[config.mk]
export PLATFORM = sky130hd
export DESIGN_NAME = msmclk_filt_flat
export DESIGN_NICKNAME = d
export VERILOG_FILES = /design/src/msmclk_pkg.sv /design/src/msmclk_if.sv /design/src/msmclk_fifo.sv /design/src/msmclk_filt.sv /design/src/flat_wrapper.sv
export SDC_FILE = /design/constraint.sdc
export NUM_CORES = 1
export LEC_CHECK = 0
export BUFFER_PORTS_ARGS = -buffer_cell sky130_fd_sc_hd__buf_4
export CAP_MARGIN = 15
export CORE_AREA = 5 5 197 199
export CTS_BUF_LIST = sky130_fd_sc_hd__clkbuf_16
export CTS_CLUSTER_DIAMETER = 150
export CTS_CLUSTER_SIZE = 14
export DETAILED_ROUTE_END_ITERATION = 8
export DIE_AREA = 0 0 202 204
export HOLD_SLACK_MARGIN = 0.08
export SKIP_CTS_REPAIR_TIMING = 1
export SKIP_LAST_GASP = 1
export SLEW_MARGIN = 15
export SYNTH_ARGS = -nofsm -noshare
export SYNTH_HDL_FRONTEND = slang
export SYNTH_HIERARCHICAL = 1
export SYNTH_SLANG_ARGS = --single-unit
[constraint.sdc]
create_clock -name i_clk -period 8.3 [get_ports i_clk]
set_clock_uncertainty 0.2 [all_clocks]
set_input_delay 2.075 -clock i_clk [delete_from_list [all_inputs] [get_ports i_clk]]
set_output_delay 2.075 -clock i_clk [all_outputs]
set_load 0.005 [all_outputs]
[src/msmclk_pkg.sv]
package msmclk_pkg;
  localparam int          NUM_CH         = 4;
  // Internal oscillator in kHz; sim clock 100 MHz gives the cycle count
  localparam int          CLK_MHZ        = 100;
  localparam int          OSC_KHZ        = 20000;
  // Odd period: high phase takes the extra clock
  localparam int          OSC_PER_CYC    = (CLK_MHZ * 1000) / OSC_KHZ;
  localparam int          OSC_HI_CYC     = OSC_PER_CYC - OSC_PER_CYC / 2;
  localparam int          EXT_MIN_KHZ    = 1000;
  localparam int          EXT_MAX_KHZ    = 32000;
  localparam int          POR_US         = 600;
  localparam int          POR_CYC        = POR_US * CLK_MHZ;
  // Input code: signed level, full scale maps to 12.5..87.5 percent density
  localparam int          IN_W           = 16;
  localparam int          ACC_W          = 20;
  localparam int          OSR_DEF        = 256;
  localparam int          FIFO_DEPTH     = 8;
endpackage

[src/msmclk_if.sv]
`timescale 1ns/1ns
interface msmclk_if;
  logic                        clock_source_select;
  logic                        external_clock_input;
  logic                        modulator_clock_output;
  logic [msmclk_pkg::NUM_CH-1:0] channel_bitstream_output;
  modport dev  (input  clock_source_select,
                input  external_clock_input,
                output modulator_clock_output,
                output channel_bitstream_output);
  modport filt (output clock_source_select,
                output external_clock_input,
                input  modulator_clock_output,
                input  channel_bitstream_output);
endinterface

[src/msmclk_fifo.sv]
`timescale 1ns/1ns
module msmclk_fifo #(
  parameter int WIDTH = 16,
  parameter int DEPTH = 8
) (
  // Clock and reset
  input  wire logic             i_clk,
  input  wire logic             i_sys_rst,
  // Fill side
  input  wire logic             i_in_valid,
  input  wire logic [WIDTH-1:0] i_in_data,
  output logic                  o_in_ready,
  // Drain side
  output logic                  o_out_valid,
  output logic [WIDTH-1:0]      o_out_data,
  input  wire logic             i_out_ready
);
  localparam int AW = $clog2(DEPTH);
  logic [WIDTH-1:0] mem_q [DEPTH];
  logic [AW-1:0]    wr_q;
  logic [AW-1:0]    rd_q;
  logic [AW:0]      cnt_q;
  logic             push;
  logic             pop;

  assign o_in_ready  = (cnt_q != (AW+1)'(DEPTH));
  assign o_out_valid = (cnt_q != '0);
  assign o_out_data  = mem_q[rd_q];
  assign push        = i_in_valid && o_in_ready;
  assign pop         = o_out_valid && i_out_ready;

  always_ff @(posedge i_clk) begin
    if (push) begin
      mem_q[wr_q] <= i_in_data;
    end
  end

  always_ff @(posedge i_clk or posedge i_sys_rst) begin
    if (i_sys_rst) begin
      wr_q  <= '0;
      rd_q  <= '0;
      cnt_q <= '0;
    end else begin
      if (push) begin
        wr_q <= (wr_q == AW'(DEPTH-1)) ? '0 : wr_q + 1'b1;
      end
      if (pop) begin
        rd_q <= (rd_q == AW'(DEPTH-1)) ? '0 : rd_q + 1'b1;
      end
      cnt_q <= cnt_q + (AW+1)'(push) - (AW+1)'(pop);
    end
  end
endmodule

[src/msmclk_filt.sv]
`timescale 1ns/1ns
module msmclk_filt #(
  parameter int OVERSAMPLING_RATIO     = msmclk_pkg::OSR_DEF,
  parameter int POR_CYC = msmclk_pkg::POR_CYC,
  parameter int EXT_DIV = 5
) (
  // Clock and reset
  input  wire logic                 i_clk,
  input  wire logic                 i_sys_rst,
  // Mode control
  input  wire logic                 i_use_internal,
  // Word output
  output logic                      o_word_valid,
  output logic [1:0]                o_word_ch,
  output logic [15:0]               o_word_data,
  input  wire logic                 i_word_ready,
  // Link to the modulator
  msmclk_if.filt                    link
);
  localparam int N  = msmclk_pkg::NUM_CH;
  localparam int CW = 32;

  logic [CW-1:0] por_q;
  logic          ready_q;
  logic [7:0]    div_q;
  logic          ext_q;
  logic          mclk_q;
  logic [CW-1:0] osr_q;
  logic [N-1:0][15:0] sum_q;
  logic [N-1:0][15:0] word_q;
  logic [2:0]    emit_q;
  logic          in_ready;
  logic          rise;

  ////////////////////////////////////////////////////////////////////////////
  // Power-on wait before trusting the streams
  always_ff @(posedge i_clk or posedge i_sys_rst) begin
    if (i_sys_rst) begin
      por_q   <= '0;
      ready_q <= 1'b0;
    end else if (por_q == CW'(POR_CYC)) begin
      ready_q <= 1'b1;
    end else begin
      por_q <= por_q + 1'b1;
    end
  end

  // External clock; held low while internal is chosen. EXT_DIV 5 -> 10 MHz
  always_ff @(posedge i_clk or posedge i_sys_rst) begin
    if (i_sys_rst) begin
      div_q <= 8'h00;
      ext_q <= 1'b0;
    end else if (i_use_internal) begin
      div_q <= 8'h00;
      ext_q <= 1'b0;
    end else if (div_q == 8'(EXT_DIV - 1)) begin
      div_q <= 8'h00;
      ext_q <= ~ext_q;
    end else begin
      div_q <= div_q + 8'h01;
    end
  end
  assign link.external_clock_input = ext_q;
  assign link.clock_source_select  = i_use_internal;

  ////////////////////////////////////////////////////////////////////////////
  // Sample streams at output clock rise; count ones per window
  always_ff @(posedge i_clk or posedge i_sys_rst) begin
    if (i_sys_rst) begin
      mclk_q <= 1'b0;
    end else begin
      mclk_q <= link.modulator_clock_output;
    end
  end
  assign rise = link.modulator_clock_output && !mclk_q;

  // Boxcar decimator: simple, one adder per channel, weak stopband
  always_ff @(posedge i_clk or posedge i_sys_rst) begin
    if (i_sys_rst) begin
      osr_q  <= '0;
      sum_q  <= '0;
      word_q <= '0;
      emit_q <= 3'h0;
    end else begin
      if (rise && ready_q) begin
        for (int c = 0; c < N; c++) begin
          // One bit per channel per edge
          sum_q[c] <= (osr_q == CW'(OVERSAMPLING_RATIO - 1)) ? 16'h0000
                    : sum_q[c] + 16'(link.channel_bitstream_output[c]);
          if (osr_q == CW'(OVERSAMPLING_RATIO - 1)) begin
            word_q[c] <= sum_q[c] + 16'(link.channel_bitstream_output[c]);
          end
        end
        osr_q <= (osr_q == CW'(OVERSAMPLING_RATIO - 1)) ? '0 : osr_q + 1'b1;
        if (osr_q == CW'(OVERSAMPLING_RATIO - 1)) begin
          emit_q <= 3'h4;
        end
      end else if (emit_q != 3'h0 && in_ready) begin
        emit_q <= emit_q - 3'h1;
      end
    end
  end

  // Words dropped if the FIFO stays full for a window
  msmclk_fifo #(
    .WIDTH (18),
    .DEPTH (msmclk_pkg::FIFO_DEPTH)
  ) msmclk_fifo_inst (
    .i_clk       (i_clk),
    .i_sys_rst   (i_sys_rst),
    .i_in_valid  (emit_q != 3'h0 && !rise),
    .i_in_data   ({2'(3'h4 - emit_q), word_q[2'(3'h4 - emit_q)]}),
    .o_in_ready  (in_ready),
    .o_out_valid (o_word_valid),
    .o_out_data  ({o_word_ch, o_word_data}),
    .i_out_ready (i_word_ready)
  );
endmodule

[src/flat_wrapper.sv]
// flat-port wrapper written by rule: the top's interface ports become plain ports
module msmclk_filt_flat 
#(
  parameter int OVERSAMPLING_RATIO     = msmclk_pkg::OSR_DEF,
  parameter int POR_CYC = msmclk_pkg::POR_CYC,
  parameter int EXT_DIV = 5
)
  (i_clk, i_sys_rst, i_use_internal, o_word_valid, o_word_ch, o_word_data, i_word_ready, link_clock_source_select, link_external_clock_input, link_modulator_clock_output, link_channel_bitstream_output);
  msmclk_if link_i ();
  input  wire logic i_clk;
  input  wire logic i_sys_rst;
  input  wire logic i_use_internal;
  output logic o_word_valid;
  output logic [1:0] o_word_ch;
  output logic [15:0] o_word_data;
  input  wire logic i_word_ready;
  output wire logic [$bits(link_i.clock_source_select)-1:0] link_clock_source_select;
  output wire logic [$bits(link_i.external_clock_input)-1:0] link_external_clock_input;
  input wire logic [$bits(link_i.modulator_clock_output)-1:0] link_modulator_clock_output;
  input wire logic [$bits(link_i.channel_bitstream_output)-1:0] link_channel_bitstream_output;
  assign link_clock_source_select = link_i.clock_source_select;
  assign link_external_clock_input = link_i.external_clock_input;
  assign link_i.modulator_clock_output = link_modulator_clock_output;
  assign link_i.channel_bitstream_output = link_channel_bitstream_output;
  msmclk_filt #(.OVERSAMPLING_RATIO(OVERSAMPLING_RATIO), .POR_CYC(POR_CYC), .EXT_DIV(EXT_DIV)) u_core (.i_clk(i_clk), .i_sys_rst(i_sys_rst), .i_use_internal(i_use_internal), .o_word_valid(o_word_valid), .o_word_ch(o_word_ch), .o_word_data(o_word_data), .i_word_ready(i_word_ready), .link(link_i));
endmodule
==> impl_metrics.ini <==
[run_status]
status = finished, final reports clean

[synthesis]
synth_nets = 1305
ys_seq_area_share_pct = 59.48
synth-xor-area-share_pct = 6.639
synth-edff-count = 144
ys_warn_count = 6
ys_async_sr_fraction_pct = 60.00
synthSimpleGateAreaFrac_pct = 12.54
synthFlopType = dfrtp_1
synth_cell_types = 51
synth_area_per_cell_um2 = 12.88
synth_cells = 1270
synth_compound_gate_area_share_pct = 6.563
syn_area_um2 = 16360
synth-seq-cells = 360
synth_mux_area_share_pct = 10.27
synth_top_family_by_area = simple AND/OR/NAND/NOR gates
synth_fa_ha_area_share_pct = 2.035

[global_routing]
grt_pass1_wl_um = 55120
grt_pass1_vias = 10060
grt_usage_pct = 16.34
grt_max_degree = 130
antenna_found_initial = 0
grt-ovfl-total = 0

[setup_path]
crit_path_end = o_word_data[11]
critical_path_depth = 4
r2r_setup_slack_ns = 4.76
worstPathMaxFanout = 39
regToRegStartpoint = u_core/osr_q[29]$_DFFE_PP0P_
cp.required_ns = 6.03
reg2reg_depth = 5
crit_type = reg -> out
cp.arrival_ns = 2.54
path_cells = buf_4 -> mux4_1 -> mux2_4 -> buf_4
startpoint = u_core/msmclk_fifo_inst/rd_q[0]$_DFFE_PP0P_
rr_endpoint = u_core/word_q[1]$_DFFE_PP0P_
max_stage_delay_ns = 0.64
cp-end-kind = output port
critPathSlowestCell = mux4_1
crit_path_frequent_cell = buf_4
crit_buf_inv = 2
path_delay_family = multiplexers
cp-start-kind = flip-flop

[drt]
dr.first_iter.drc_count = 640
totalWireLength_um = 32990
ant_nets = 0
drt-wirelength-per-cell_um = 18.59
first_pass_iters = 4
via_count = 9738
drc_errors = 0
routed_via_density = 5.486

[floorplan]
ios = 30
die_x_um = 202
core_area_um2 = 37040
die_height_um = 204
rows = 71
dieArea_um2 = 41210
start_util_pct = 44.16

[clocking]
cts_buffers = 29
cts_max_path_buffers = 3
clk_pin_slew_ns = 0.07
cts_sinks = 360
root_buffer = clkbuf_16
htree_levels = 1
cts_tree = built
clock_latency_ns = 0.56

[min_path]
holdCritPathClass = reg -> reg
hp-start = u_core/por_q[31]$_DFFE_PP0P_

[timing]
finalSetupViolations = 0
maxSlewViolCount = 0
rsz0062_at_grt = no
period_minus_slack_ns = 4.816
fin_ws_ns = 3.484
fin_setup_tns_ns = 0
post-route-period-util_pct = 58.03
hold_violations = 0
slew-limit-headroom_pct = 22.10
tightestPinTransition_ns = 1.168
clock.fmax_mhz = 207.6

[power]
total_power_mw = 3.451
vdd_ir_drop_max_v = 0.0001327
power_density_nw_per_um2 = 192.9
power.leakage_nw = 7.603

[finish]
drive_gt1_share_pct = 13.14
num-nets-final = 1323
stdcell_count = 1775
fillers = 3269
insertedDiodeCount = 0
syn2layout_area_growth_pct = 9.339
final_util_pct = 48.28

[place]
dp_slack_ns = 3.489
dp.cells = 1731
dp.final_hpwl_um = 20310
gp_congestion = 0.7622
portBuffers = 29

[run]
drv_cap = 0
## per-layer routing
| metal | up-vias | track usage (%) | wire length (um) |
|---|---|---|---|
| li1 | 4661 | - | - |
| met1 | 4918 | 23.78 | 15910 |
| met2 | 125 | 26.89 | 15550 |
| met3 | 34 | 2.015 | 1086 |
| met4 | 0 | 3.125 | 454 |
| met5 | - | 0 | 0 |
## through the flow
stage	area (um^2)	hold WS (ns)
finish	17890	0.2809
detailed placement	17070	0.2700
global placement	17070	0.2642
CTS	17890	0.2823
floorplan	16360	0.2466
global route	17890	0.2927
## cells by family after synthesis
group,Yosys count
xor+xnor,124
flops,360
buf+inv,89
compound gates,178
mux,88
fa+ha+maj,26
simple gates,405
## where the power goes
part           internal (mW)  switching, mW  leakage (nW)
combinational          0.136          0.185          2.54
sequential              1.86         0.0106          4.62
clock                  0.654          0.604         0.445
## flip-flops by register name, summed over array words and instances (netlist names)
name,count
u_core/sum_q,64
u_core/msmclk_fifo_inst/wr_q,3
u_core/word_q,64
u_core/osr_q,32
u_core/link.external_clock_input,1
u_core/por_q,32
u_core/div_q,8
u_core/msmclk_fifo_inst/mem_q,144
u_core/msmclk_fifo_inst/cnt_q,4
u_core/ready_q,1
u_core/emit_q,3
u_core/msmclk_fifo_inst/rd_q,3
u_core/mclk_q,1
## synthesized netlist by cell type, types with 25 or more instances
cell / number / area share (%)
dfrtp_1: 216 / 33
edfxtp_1: 144 / 26
nor2_1: 124 / 2.8
nand2_1: 80 / 1.8
xnor2_1: 74 / 4.0
a21oi_1: 72 / 2.2
nand3_1: 58 / 1.8
xor2_1: 50 / 2.7
o21ai_0: 47 / 1.4
mux4_2: 41 / 5.6
clkbuf_1: 36 / 0.83
a22o_1: 31 / 1.7
inv_1: 28 / 0.64
nand4_1: 27 / 1.0
ha_1: 25 / 1.9
## final cells by class
cell class,instances,area [um^2],share of cell area [%]
clock inverter,15,87.58,0.4897
multi-input combinational,821,6276,35.09
timing repair buffer,48,360.3,2.015
inverter,28,112.6,0.6296
tap,474,593.1,3.316
clock buffer,29,725.7,4.057
sequential,360,9731,54.40
## worst min-delay path by stage
| stage | to | slack [ns] | cells past startpoint |
|---|---|---|---|
| after global routing | u_core/osr_q[31]$_DFFE_PP0P_ | 0.29 | 1 |
| after detailed placement | u_core/osr_q[31]$_DFFE_PP0P_ | 0.27 | 1 |
| after CTS | u_core/por_q[31]$_DFFE_PP0P_ | 0.28 | 1 |
| after floorplan | u_core/por_q[31]$_DFFE_PP0P_ | 0.25 | 1 |
| after global placement | u_core/por_q[31]$_DFFE_PP0P_ | 0.26 | 1 |
| final | u_core/por_q[31]$_DFFE_PP0P_ | 0.28 | 1 |
## layout by cell type (no fill, tap or decap), types with 6 or more instances in the layout
cell	Yosys	layout
clkbuf_16	0	29
inv_1	28	40
ha_1	25	25
o21ai_0	47	47
a22o_1	31	31
xor2_1	50	50
mux4_1	11	11
edfxtp_1	144	144
nor3_1	18	14
and3_1	21	21
dfrtp_1	216	215
nor2b_1	11	11
nor4_1	10	9
nor2_1	124	121
buf_4	2	48
xnor2_1	74	74
o31ai_1	6	6
mux2_4	18	18
a21o_1	13	13
a21oi_1	72	71
and4_1	20	19
and2_1	8	8
mux4_2	41	41
nand4_1	27	27
mux2_2	11	11
nand2_1	80	80
nand3_1	58	57
Note: power is estimated with default switching activity, not from simulation.
